--- config.mk ---
export PLATFORM = sky130hd
export DESIGN_NAME = asdma_top
export DESIGN_NICKNAME = d
export VERILOG_FILES = /design/src/hw/asdma_fifo.v /design/src/hw/asdma_top.v
export VERILOG_INCLUDE_DIRS = /design/src /design/src/shared
export SDC_FILE = /design/constraint.sdc
export NUM_CORES = 2
export LEC_CHECK = 0
export BUFFER_PORTS_ARGS = -buffer_cell sky130_fd_sc_hd__buf_4
export CORE_MARGIN = 5
export CORE_UTILIZATION = 40
export DETAILED_ROUTE_END_ITERATION = 16
export GPL_TIMING_DRIVEN = 0
export SYNTH_ARGS = -nofsm -noshare
export SYNTH_HDL_FRONTEND = slang
export SYNTH_SLANG_ARGS = --single-unit
--- constraint.sdc ---
create_clock -name clk_i -period 11 [get_ports clk_i]
set_clock_uncertainty 0.05 [all_clocks]
set_input_delay 0.55 -clock clk_i [delete_from_list [all_inputs] [get_ports clk_i]]
set_output_delay 0.55 -clock clk_i [all_outputs]
set_load 0.005 [all_outputs]
--- src/shared/asdma_defs.vh ---
/*
  Constants of the four-channel audio sample DMA block: register
  indices, field positions and reset values.
  Assumes inclusion by bare name from the design files.
*/
`ifndef ASDMA_DEFS_VH
`define ASDMA_DEFS_VH

// Register index width and channel register layout (index = ch*8 + sub)
`define ASDMA_ADDR_W          6
`define ASDMA_SUB_ADDR_HIGH   3'h0
`define ASDMA_SUB_ADDR_LOW    3'h1
`define ASDMA_SUB_WORD_COUNT  3'h2
`define ASDMA_SUB_VOLUME      3'h3
`define ASDMA_SUB_PERIOD      3'h4

// Global registers
`define ASDMA_REG_CONTROL     6'h20
`define ASDMA_REG_STATUS      6'h21

// Control register fields
`define ASDMA_CTL_MASTER_BIT  9
`define ASDMA_CTL_CHAN_LSB    0

// Field widths and the full-scale volume code
`define ASDMA_ADDR_HIGH_W     3
`define ASDMA_ADDR_LOW_W      15
`define ASDMA_VOL_W           7
`define ASDMA_VOL_FULL        7'h40

// Reset values
`define ASDMA_RST_ADDR_HIGH   3'h0
`define ASDMA_RST_ADDR_LOW    15'h0000
`define ASDMA_RST_WORD_COUNT  16'h0000
`define ASDMA_RST_VOLUME      7'h00
`define ASDMA_RST_PERIOD      16'h007c
`define ASDMA_RST_CONTROL     16'h0000

`endif

--- src/hw/asdma_fifo.v ---
/*
  Small synchronous FIFO with valid/ready on both sides and a flush.
  Assumes one clock; the source honours in_ready_o, the sink out_valid_o.
*/
`timescale 1ns/10ps
module asdma_fifo #(
  parameter WIDTH = 16,
  parameter DEPTH = 4,
  parameter AW    = 2
) (
  // Clock and reset
  input  wire             clk_i,
  input  wire             reset_n_i,
  // Flush
  input  wire             flush_i,
  // Fill side
  input  wire             in_valid_i,
  output wire             in_ready_o,
  input  wire [WIDTH-1:0] in_data_i,
  // Drain side
  output wire             out_valid_o,
  input  wire             out_ready_i,
  output wire [WIDTH-1:0] out_data_o
);

  reg [WIDTH-1:0] mem_reg [0:DEPTH-1];
  reg [AW-1:0]    wr_ptr_reg;
  reg [AW-1:0]    rd_ptr_reg;
  reg [AW:0]      count_reg;

  wire push = in_valid_i & in_ready_o;
  wire pop  = out_valid_o & out_ready_i;

  // Honest flags straight from the occupancy count
  assign in_ready_o  = (count_reg != DEPTH[AW:0]);
  assign out_valid_o = (count_reg != {(AW+1){1'b0}});
  assign out_data_o  = mem_reg[rd_ptr_reg];

  // Storage, no reset needed on data
  always @(posedge clk_i) begin
    if (push) begin
      mem_reg[wr_ptr_reg] <= in_data_i;
    end
  end

  // Pointers wrap at DEPTH, which may be any size up to 2**AW
  always @(posedge clk_i or negedge reset_n_i) begin
    if (!reset_n_i) begin
      wr_ptr_reg <= {AW{1'b0}};
      rd_ptr_reg <= {AW{1'b0}};
      count_reg  <= {(AW+1){1'b0}};
    end else if (flush_i) begin
      wr_ptr_reg <= {AW{1'b0}};
      rd_ptr_reg <= {AW{1'b0}};
      count_reg  <= {(AW+1){1'b0}};
    end else begin
      if (push) begin
        wr_ptr_reg <= (wr_ptr_reg == DEPTH[AW-1:0] - 1'b1) ? {AW{1'b0}}
                    : wr_ptr_reg + 1'b1;
      end
      if (pop) begin
        rd_ptr_reg <= (rd_ptr_reg == DEPTH[AW-1:0] - 1'b1) ? {AW{1'b0}}
                    : rd_ptr_reg + 1'b1;
      end
      if (push & ~pop) begin
        count_reg <= count_reg + 1'b1;
      end else if (pop & ~push) begin
        count_reg <= count_reg - 1'b1;
      end
    end
  end

endmodule // asdma_fifo

--- src/hw/asdma_top.v ---
/*
  Four-channel audio sample DMA engine: register file, word fetcher
  with per-line slots, per-channel word FIFO, rate counters, volume
  scaling and stereo mixing.
  Assumes a memory port that returns read data in order, one request
  outstanding, and a one-cycle line_start_i pulse per scan line.
*/
// Chosen here: the address-and-strobe port and the register addresses.
`timescale 1ns/10ps
`include "asdma_defs.vh"
module asdma_top #(
  parameter FIFO_DEPTH = 4,
  parameter FIFO_AW    = 2
) (
  // Clock and reset
  input  wire                     clk_i,
  input  wire                     reset_n_i,
  // Register port
  input  wire [`ASDMA_ADDR_W-1:0] reg_addr_i,
  input  wire [31:0]              reg_wdata_i,
  input  wire                     reg_wr_i,
  input  wire                     reg_wlong_i,
  input  wire                     reg_rd_i,
  output reg  [15:0]              reg_rdata_o,
  // Slot timing
  input  wire                     line_start_i,
  // Memory read port
  output wire                     mem_req_o,
  output reg  [17:0]              mem_word_addr_o,
  input  wire                     mem_ready_i,
  input  wire                     mem_rvalid_i,
  input  wire [15:0]              mem_rdata_i,
  // Converter and stereo outputs
  output reg  [31:0]              chan_sample_o,
  output reg  [16:0]              left_o,
  output reg  [16:0]              right_o
);

  // Fetch engine states
  localparam ST_IDLE = 2'h0;
  localparam ST_REQ  = 2'h1;
  localparam ST_WAIT = 2'h2;

  // Register file
  // Write-only from software: channel registers read back as zero, so
  // their contents show only through fetch addresses and playback.
  // Volume keeps seven bits so that full scale, code 64, fits.
  reg [`ASDMA_ADDR_HIGH_W-1:0] addr_high_reg [0:3];
  reg [`ASDMA_ADDR_LOW_W-1:0]  addr_low_reg  [0:3];
  reg [15:0]                   word_count_reg [0:3];
  reg [`ASDMA_VOL_W-1:0]       volume_reg    [0:3];
  reg [15:0]                   period_reg    [0:3];
  reg                          master_transfer_enable_reg;
  reg [3:0]                    channel_transfer_enable_reg;

  // Fetch state
  // Live pointer and count kept apart from the stored start, so a
  // restart never disturbs what software wrote
  reg [17:0]                   ptr_reg       [0:3];
  reg [15:0]                   remain_reg    [0:3];
  reg [3:0]                    slot_used_reg;
  reg [3:0]                    run_reg;
  reg [1:0]                    state_reg;
  reg [1:0]                    sel_reg;

  // Playback state
  // Low byte waits here while the high byte plays; the FIFO is popped
  // in the cycle the high byte loads, as the low byte is captured
  reg [15:0]                   cnt_reg       [0:3];
  reg [7:0]                    sample_reg    [0:3];
  reg [7:0]                    low_byte_reg  [0:3];
  reg [3:0]                    half_reg;

  // FIFO connections
  // Four words of slack let fetches run lines ahead of playback
  wire [3:0]                   fifo_in_valid;
  wire [3:0]                   fifo_in_ready;
  wire [3:0]                   fifo_out_valid;
  wire [3:0]                   fifo_out_ready;
  wire [15:0]                  fifo_out_data [0:3];
  wire [15:0]                  scaled        [0:3];

  // Decode of the register index
  // Index bit 5 splits channel registers from the global ones
  wire       chan_access = ~reg_addr_i[5];
  wire [1:0] acc_ch      = reg_addr_i[4:3];
  wire [2:0] acc_sub     = reg_addr_i[2:0];

  // Channel may fetch only with both enables
  // Dropping either also flushes the channel's words and silences it;
  // enabling again restarts from the stored start
  wire [3:0] chan_active = channel_transfer_enable_reg &
                           {4{master_transfer_enable_reg}};

  // Channel is eligible for a slot if unused this line and buffer has room
  wire [3:0] eligible = chan_active & ~slot_used_reg & fifo_in_ready;

  integer i;

  // Register writes; a long write at the high index also fills the low
  // Plain writes use the low sixteen data bits only. Bit 0 of the low
  // start half is dropped, as the start is always word aligned.
  // Unmapped indices are ignored rather than aliased.
  always @(posedge clk_i or negedge reset_n_i) begin
    if (!reset_n_i) begin
      for (i = 0; i < 4; i = i + 1) begin
        addr_high_reg[i]  <= `ASDMA_RST_ADDR_HIGH;
        addr_low_reg[i]   <= `ASDMA_RST_ADDR_LOW;
        word_count_reg[i] <= `ASDMA_RST_WORD_COUNT;
        volume_reg[i]     <= `ASDMA_RST_VOLUME;
        period_reg[i]     <= `ASDMA_RST_PERIOD;
      end
      master_transfer_enable_reg  <= 1'b0;
      channel_transfer_enable_reg <= 4'h0;
    end else if (reg_wr_i) begin
      if (chan_access) begin
        case (acc_sub)
          `ASDMA_SUB_ADDR_HIGH: begin
            if (reg_wlong_i) begin
              addr_high_reg[acc_ch] <= reg_wdata_i[18:16];
              addr_low_reg[acc_ch]  <= reg_wdata_i[15:1];
            end else begin
              addr_high_reg[acc_ch] <= reg_wdata_i[2:0];
            end
          end
          `ASDMA_SUB_ADDR_LOW:
            addr_low_reg[acc_ch] <= reg_wdata_i[15:1];
          `ASDMA_SUB_WORD_COUNT:
            word_count_reg[acc_ch] <= reg_wdata_i[15:0];
          `ASDMA_SUB_VOLUME:
            volume_reg[acc_ch] <= reg_wdata_i[6:0];
          `ASDMA_SUB_PERIOD:
            period_reg[acc_ch] <= reg_wdata_i[15:0];
          default: ;
        endcase
      end else if (reg_addr_i == `ASDMA_REG_CONTROL) begin
        master_transfer_enable_reg  <= reg_wdata_i[`ASDMA_CTL_MASTER_BIT];
        channel_transfer_enable_reg <= reg_wdata_i[`ASDMA_CTL_CHAN_LSB +: 4];
      end
    end
  end

  // Read data one cycle after the strobe; unmapped indices read zero
  // Zero outside the read cycle lets slaves be ORed together; the cost
  // is that nothing of a read stays visible afterwards
  always @(posedge clk_i or negedge reset_n_i) begin
    if (!reset_n_i) begin
      reg_rdata_o <= 16'h0000;
    end else if (reg_rd_i) begin
      if (reg_addr_i == `ASDMA_REG_CONTROL) begin
        reg_rdata_o <= {6'h00, master_transfer_enable_reg, 5'h00,
                        channel_transfer_enable_reg};
      end else if (reg_addr_i == `ASDMA_REG_STATUS) begin
        reg_rdata_o <= {half_reg, fifo_out_valid, slot_used_reg, run_reg};
      end else begin
        reg_rdata_o <= 16'h0000;
      end
    end else begin
      reg_rdata_o <= 16'h0000;
    end
  end

  // One fetch outstanding; requests hold until the memory accepts
  // Combinational from the state, so the request drops in the cycle
  // after acceptance and never issues twice
  assign mem_req_o = (state_reg == ST_REQ);

  // Fetch engine: round-robin over channels, slot marks cleared per line
  // A channel is served when it has its slot, room and a running pass;
  // otherwise the turn passes on, so one stalled channel blocks nobody
  always @(posedge clk_i or negedge reset_n_i) begin
    if (!reset_n_i) begin
      state_reg       <= ST_IDLE;
      sel_reg         <= 2'h0;
      slot_used_reg   <= 4'h0;
      run_reg         <= 4'h0;
      mem_word_addr_o <= 18'h00000;
      for (i = 0; i < 4; i = i + 1) begin
        ptr_reg[i]    <= 18'h00000;
        remain_reg[i] <= 16'h0000;
      end
    end else begin
      // Start of a pass loads pointer and count from the stored values
      for (i = 0; i < 4; i = i + 1) begin
        run_reg[i] <= chan_active[i];
        if (chan_active[i] & ~run_reg[i]) begin
          ptr_reg[i]    <= {addr_high_reg[i], addr_low_reg[i]};
          remain_reg[i] <= word_count_reg[i];
        end
      end
      if (line_start_i) begin
        slot_used_reg <= 4'h0;
      end
      case (state_reg)
        ST_IDLE: begin
          if (eligible[sel_reg] & run_reg[sel_reg] & ~line_start_i) begin
            mem_word_addr_o <= ptr_reg[sel_reg];
            state_reg       <= ST_REQ;
          end else begin
            sel_reg <= sel_reg + 2'h1;
          end
        end
        ST_REQ: begin
          if (mem_ready_i) begin
            state_reg <= ST_WAIT;
          end
        end
        ST_WAIT: begin
          if (mem_rvalid_i) begin
            state_reg <= ST_IDLE;
            sel_reg   <= sel_reg + 2'h1;
            // Set beats the line pulse: a word landing then counts
            // against the new line, never letting a second one in
            slot_used_reg[sel_reg] <= 1'b1;
            if (remain_reg[sel_reg] == 16'h0001) begin
              // Last word: reload from start, stored values untouched
              ptr_reg[sel_reg] <= {addr_high_reg[sel_reg],
                                   addr_low_reg[sel_reg]};
              remain_reg[sel_reg] <= word_count_reg[sel_reg];
            end else begin
              ptr_reg[sel_reg]    <= ptr_reg[sel_reg] + 18'h00001;
              remain_reg[sel_reg] <= remain_reg[sel_reg] - 16'h0001;
            end
          end
        end
        default: state_reg <= ST_IDLE;
      endcase
    end
  end

  // Per-channel word buffers; a full buffer stalls that channel's fetch
  // Flushing on disable keeps stale words of an old buffer from playing
  // after a restart; a word in flight at that moment is dropped at the
  // FIFO input
  genvar g;
  generate
    for (g = 0; g < 4; g = g + 1) begin : g_chan
      assign fifo_in_valid[g] = (state_reg == ST_WAIT) & mem_rvalid_i &
                                (sel_reg == g) & chan_active[g];
      assign fifo_out_ready[g] = run_reg[g] & (cnt_reg[g] == 16'h0000) &
                                 ~half_reg[g];

      asdma_fifo #(
        .WIDTH (16),
        .DEPTH (FIFO_DEPTH),
        .AW    (FIFO_AW)
      ) u_fifo (
        .clk_i       (clk_i),
        .reset_n_i   (reset_n_i),
        .flush_i     (~chan_active[g]),
        .in_valid_i  (fifo_in_valid[g]),
        .in_ready_o  (fifo_in_ready[g]),
        .in_data_i   (mem_rdata_i),
        .out_valid_o (fifo_out_valid[g]),
        .out_ready_i (fifo_out_ready[g]),
        .out_data_o  (fifo_out_data[g])
      );

      // Codes above full scale clamp to full scale
      wire [`ASDMA_VOL_W-1:0] vol_eff =
        (volume_reg[g] > `ASDMA_VOL_FULL) ? `ASDMA_VOL_FULL
                                          : volume_reg[g];
      // Signed byte times unsigned volume, linear in the code
      assign scaled[g] = $signed({{8{sample_reg[g][7]}}, sample_reg[g]}) *
                         $signed({9'h000, vol_eff});
    end
  endgenerate

  // Rate counters and byte sequencing per channel
  // Reload with period minus one gives a sample every period cycles;
  // a period of zero wraps and acts as 65536. Too short a period
  // starves the FIFO, and the channel then repeats its last sample
  // rather than stalling the count.
  always @(posedge clk_i or negedge reset_n_i) begin
    if (!reset_n_i) begin
      half_reg <= 4'h0;
      for (i = 0; i < 4; i = i + 1) begin
        cnt_reg[i]      <= 16'h0000;
        sample_reg[i]   <= 8'h00;
        low_byte_reg[i] <= 8'h00;
      end
    end else begin
      for (i = 0; i < 4; i = i + 1) begin
        if (~run_reg[i]) begin
          // Idle channel sits at mid-scale, counter primed
          cnt_reg[i]    <= 16'h0000;
          sample_reg[i] <= 8'h00;
          half_reg[i]   <= 1'b0;
        end else if (cnt_reg[i] == 16'h0000) begin
          cnt_reg[i] <= period_reg[i] - 16'h0001;
          if (half_reg[i]) begin
            sample_reg[i] <= low_byte_reg[i];
            half_reg[i]   <= 1'b0;
          end else if (fifo_out_valid[i]) begin
            sample_reg[i]   <= fifo_out_data[i][15:8];
            low_byte_reg[i] <= fifo_out_data[i][7:0];
            half_reg[i]     <= 1'b1;
          end
          // No word yet: the previous sample stays on the converter
        end else begin
          cnt_reg[i] <= cnt_reg[i] - 16'h0001;
        end
      end
    end
  end

  // Converter bytes and stereo mixing, registered
  // Outputs lag the sample registers by one cycle; the widened sum of
  // two scaled bytes cannot overflow seventeen bits
  always @(posedge clk_i or negedge reset_n_i) begin
    if (!reset_n_i) begin
      chan_sample_o <= 32'h00000000;
      left_o        <= 17'h00000;
      right_o       <= 17'h00000;
    end else begin
      chan_sample_o <= {sample_reg[3], sample_reg[2],
                        sample_reg[1], sample_reg[0]};
      left_o  <= {scaled[1][15], scaled[1]} +
                 {scaled[2][15], scaled[2]};
      right_o <= {scaled[0][15], scaled[0]} +
                 {scaled[3][15], scaled[3]};
    end
  end

endmodule // asdma_top

==> impl.org <==
** Outcome
- Run status :: finished clean

** Pwr
- Net switching power :: approximately 0.0032 W
- PwrDens :: roughly 180 nW/um^2
- Combinational logic is responsible for 25.2% of the overall power.
- Worst voltage drop across the vdd grid :: 0.139 mV
- Int Power :: 0.00712 W
- For this design the static power due to leakage is 25.2 nW.
- The clock network burns 35.2% of the power.
- Fraction of power consumed by sequential logic :: around two fifths
- Proportion of total power due to net switching :: 31.2%

** Job
- Across the run, the number of max-cap violations was 0.

** GRT
- First-pass GRT wire length :: 204000 um
- Entering global routing, the biggest net connects 113 pins.
- In the global route stage, overall resource usage came out at roughly 20%.
- The initial antenna violation count was 6.
- Vias in the first global route :: 33071
- Remaining Overflow, GRT :: 0

** Final layout
- Final net count :: 4714
- Counting the fill cells in the layout gives 10969.
- Compared with the post-synthesis result, the final layout area differs by 14.3%.
- The finished cells cover ~56000 sq um.
- Cells with a size suffix above 1 make up 20.5% of the layout.
- The register with the most flip-flops in the layout has 256 of them.

** Worst setup path
- Max incr delay on CP :: around 740 ps
- Counting cells, the worst reg-to-reg path comes to 19.
- Crit Path Class :: reg -> reg
- Cell repeated most along the worst path :: sky130_fd_sc_hd__fa_1
- Worst endpoint required time :: around 12000 ps
- Cell Chain, Critical Path :: clkbuf_1 -> nor2b_1 -> nand2_1 -> fa_1 -> fa_1 -> inv_1 -> fa_1 -> fa_1 -> fa_1 -> inv_1 -> fa_1 -> inv_1 -> ha_1 -> and3_1 -> a21oi_1 -> o21ai_0 -> or4_1 -> a211o_1 -> o211ai_1
- Startpoint type of the worst setup path :: register
- CP endpoint kind :: register
- Worst Path Max Fanout :: 10
- On the critical path, the stage with the largest delay is an instance of sky130_fd_sc_hd__fa_1.
- Gate family responsible for the most delay along the worst path :: adder cells
- Number of cells on the critical path :: 19
- Worst path bufs/invs :: 4
- Data on the critical path arrives at its endpoint at 7170 ps.

** Drt
- Using the TritonRoute via totals, the vias-per-cell ratio works out to 5.33.
- In the final routed layout, each cell accounts on average for 22.2 um.
- DRC violation total after the first TritonRoute iteration :: 2320
- In the routed design, unresolved DRC markers number 0.
- Before antenna repair, the detailed router went through 5 iterations.
- Detailed routing inserted a total of roughly 32000 vias.
- Once detail routing completed, the nets flagged for antenna violations numbered 0.
- Summed over all layers, the routed wires come to 132000 um.

** Synth
- The netlist uses 70 different library cells.
- Cells after Synth :: 4001
- After synthesis, the share of flip-flops with an asynchronous set or reset is 71.5%.
- Synthesis produced a netlist with a net count of 4452.
- Ys flop type :: sky130_fd_sc_hd__dfrtp_1
- Synth Cell Area :: 49100 sq um
- Average instance area after synthesis :: 12.3 sq um
- Number of flops mapped to enable cells by yosys :: between 200 and 300
- Counting flops and latches in the post-synthesis netlist gives 897.
- After synthesis, flip-flops and latches occupy 48.4% of the total area.
- For this run, the number of Yosys warnings is 0.

** STA
- FMAX :: 151 MHz
- Final number of max-transition violations :: 0
- Worst Tran Pin Value :: 1360 ps
- The worst path uses 60.1% of the clock period.
- RSZ-0062 raised after global routing :: no
- Final min period :: 6620 ps
- Accumulated negative setup slack :: 0 ps
- Final Worst Setup Slack :: 4380 ps
- The worst pin sits at a relative slew slack of a little under a tenth.
- Count of final setup violators :: 0
- Final hold vios :: 0

** Die
- CORE AREA :: 122000 sq um
- Chip Height :: 360 um
- IO Pins :: 163
- Row generation in the floorplan step produced roughly 130 rows.
- The initial utilization of the core area, before any placement, comes to 40.3%.
- In this run the horizontal extent of the chip is approximately 360 um.
- Die footprint :: 130000 sq um

** Clock tree
- Clock-pin slew was measured on the worst setup and hold paths at ~60 ps.
- The clock passes through at most 3 buffers.
- Total number of H-tree levels :: 3
- Hold repair after CTS inserted 10 buffers.
- Once the clock tree was built, the resizer swapped 0 gates to a different size.
- TritonCTS built the clock tree.
- Post-CTS timing repair inserted 0 buffers for setup.
- The cell sitting at the root of the clock tree is a sky130_fd_sc_hd__clkbuf_16.
- Clock latency on the worst-skew pair :: 730 ps
- TritonCTS created 98 clock buffers.
- Clock sinks :: 897

** Placed design
- Timing analysis after detailed placement gives a worst setup slack of 4380 ps.
- Once placement finished, the instance area stood at 52400 sq um.
- At the end of routability-driven placement, the weighted congestion stood at 0.892.
- Count of buffers inserted at the top-level ports :: between 100 and 150
- Total half-perimeter wirelength after legalization and detailed placement :: 94100 um

** Hold path
- Count of cells along the worst hold path :: 2
- In this run the worst hold path is classified as in -> reg.
## power groups by stage
stage	Clock, W	Sequential (W)	Combinational, W
after global placement	0	0.00413	0.00253
final	0.00365	0.00409	0.00261
after CTS	0.00373	0.00408	0.00258
after detailed placement	0	0.00414	0.00257
after floorplan	0	0.00405	0.00180
after global routing	0.00386	0.00413	0.00283
## stage by stage
stage	util [%]	power [W]	hold WS, ps	instances
2_1_floorplan	-	0.00585	204	4001
6_report	46.1	0.0103	62.2	5976
5_1_grt	46.1	0.0108	43.1	5974
3_5_place_dp	43.0	0.00671	316	5778
3_3_place_gp	42.9	0.00667	306	5771
4_1_cts	46.1	0.0104	0.269	5974
## synthesized netlist by cell type (all sizes together), types with 47 or more instances
library cell	number	area, sq um
ha	141	1760
xnor2	67	587
edfxtp	256	7690
xor2	47	412
fa	248	4960
nand3	67	335
o21ai	201	1010
and2	198	1240
mux2	382	4300
mux2i	61	637
dfrtp	621	15500
nor2	213	800
clkbuf	133	499
mux4	132	2970
inv	385	1450
nor3	76	380
a21oi	147	739
nand2	305	1140
## layout make-up
cell class	count	area [sq um]	share of cell area, %
sequential	897	23800	42.3
clock buffer	135	2810	5.00
timing repair buffer	162	1370	2.44
multi-input combinational	2556	23300	41.4
tap	1625	2030	3.62
inverter	387	1450	2.59
buffer	161	651	1.16
clock inverter	51	817	1.45
antenna	2	5.00	0.00891
## layer usage
layer / share of wire (%) / track usage [%]
met1: 44 / 27.7
met2: 46 / 32.5
met3: 7.0 / 4.85
met4: 3.2 / 6.72
met5: 0.011 / 0
## cells by family (layout without fill, tap and decap cells)
family	count (synthesis)	in the layout	share of synthesized area [%]
other	0	2	0
DFF	897	897	48.4
muxes	575	575	16.1
adders and majority gates	389	389	13.7
AOI/OAI and AO/OA	465	465	5.43
and+or+nand+nor	1013	1013	10.1
xor gates and xnor gates	114	114	2.03
buffers and inverters	548	896	4.28
## path summary, 6_finish.rpt
check	endpoint	slack, ps	start
worst min-delay path	word_count_reg[14]	60	reg_wdata_i[14]
max in group asynchronous	remain_reg[48]	9100	reset_n_i
worst max register to register	left_o[15]	4380	volume_reg[20]
worst min register to register	chan_sample_o[7]	330	sample_reg[31]
worst max-delay path	left_o[15]	4380	volume_reg[20]
min in group asynchronous	low_byte_reg[7]	330	reset_n_i
## placed cells by master, fill, tap and decap left out, types with 17 or more instances in the layout
| master | Yosys | routed |
|---|---|---|
| sky130_fd_sc_hd__mux4_2 | 132 | 132 |
| sky130_fd_sc_hd__clkbuf_16 | 0 | 101 |
| sky130_fd_sc_hd__nor4_1 | 24 | 24 |
| sky130_fd_sc_hd__mux2_2 | 382 | 382 |
| sky130_fd_sc_hd__and3_1 | 24 | 24 |
| sky130_fd_sc_hd__edfxtp_1 | 256 | 256 |
| sky130_fd_sc_hd__mux2i_1 | 54 | 54 |
| sky130_fd_sc_hd__and2_1 | 198 | 198 |
| sky130_fd_sc_hd__a21oi_1 | 146 | 146 |
| sky130_fd_sc_hd__nand3_1 | 67 | 67 |
| sky130_fd_sc_hd__nor2b_1 | 35 | 35 |
| sky130_fd_sc_hd__bufinv_16 | 0 | 17 |
| sky130_fd_sc_hd__inv_1 | 384 | 384 |
| sky130_fd_sc_hd__dfstp_2 | 20 | 20 |
| sky130_fd_sc_hd__xnor2_1 | 67 | 67 |
| sky130_fd_sc_hd__nor2_1 | 213 | 213 |
| sky130_fd_sc_hd__buf_4 | 2 | 147 |
| sky130_fd_sc_hd__xor2_1 | 47 | 47 |
| sky130_fd_sc_hd__o21ai_1 | 82 | 82 |
| sky130_fd_sc_hd__nor3_1 | 76 | 76 |
| sky130_fd_sc_hd__o21ai_0 | 119 | 119 |
| sky130_fd_sc_hd__clkbuf_1 | 133 | 151 |
| sky130_fd_sc_hd__nand2_1 | 305 | 305 |
| sky130_fd_sc_hd__fa_1 | 248 | 248 |
| sky130_fd_sc_hd__ha_1 | 141 | 141 |
| sky130_fd_sc_hd__dfrtp_1 | 621 | 621 |
| sky130_fd_sc_hd__clkinv_2 | 0 | 20 |
Note: power is estimated with default switching activity, not from simulation.
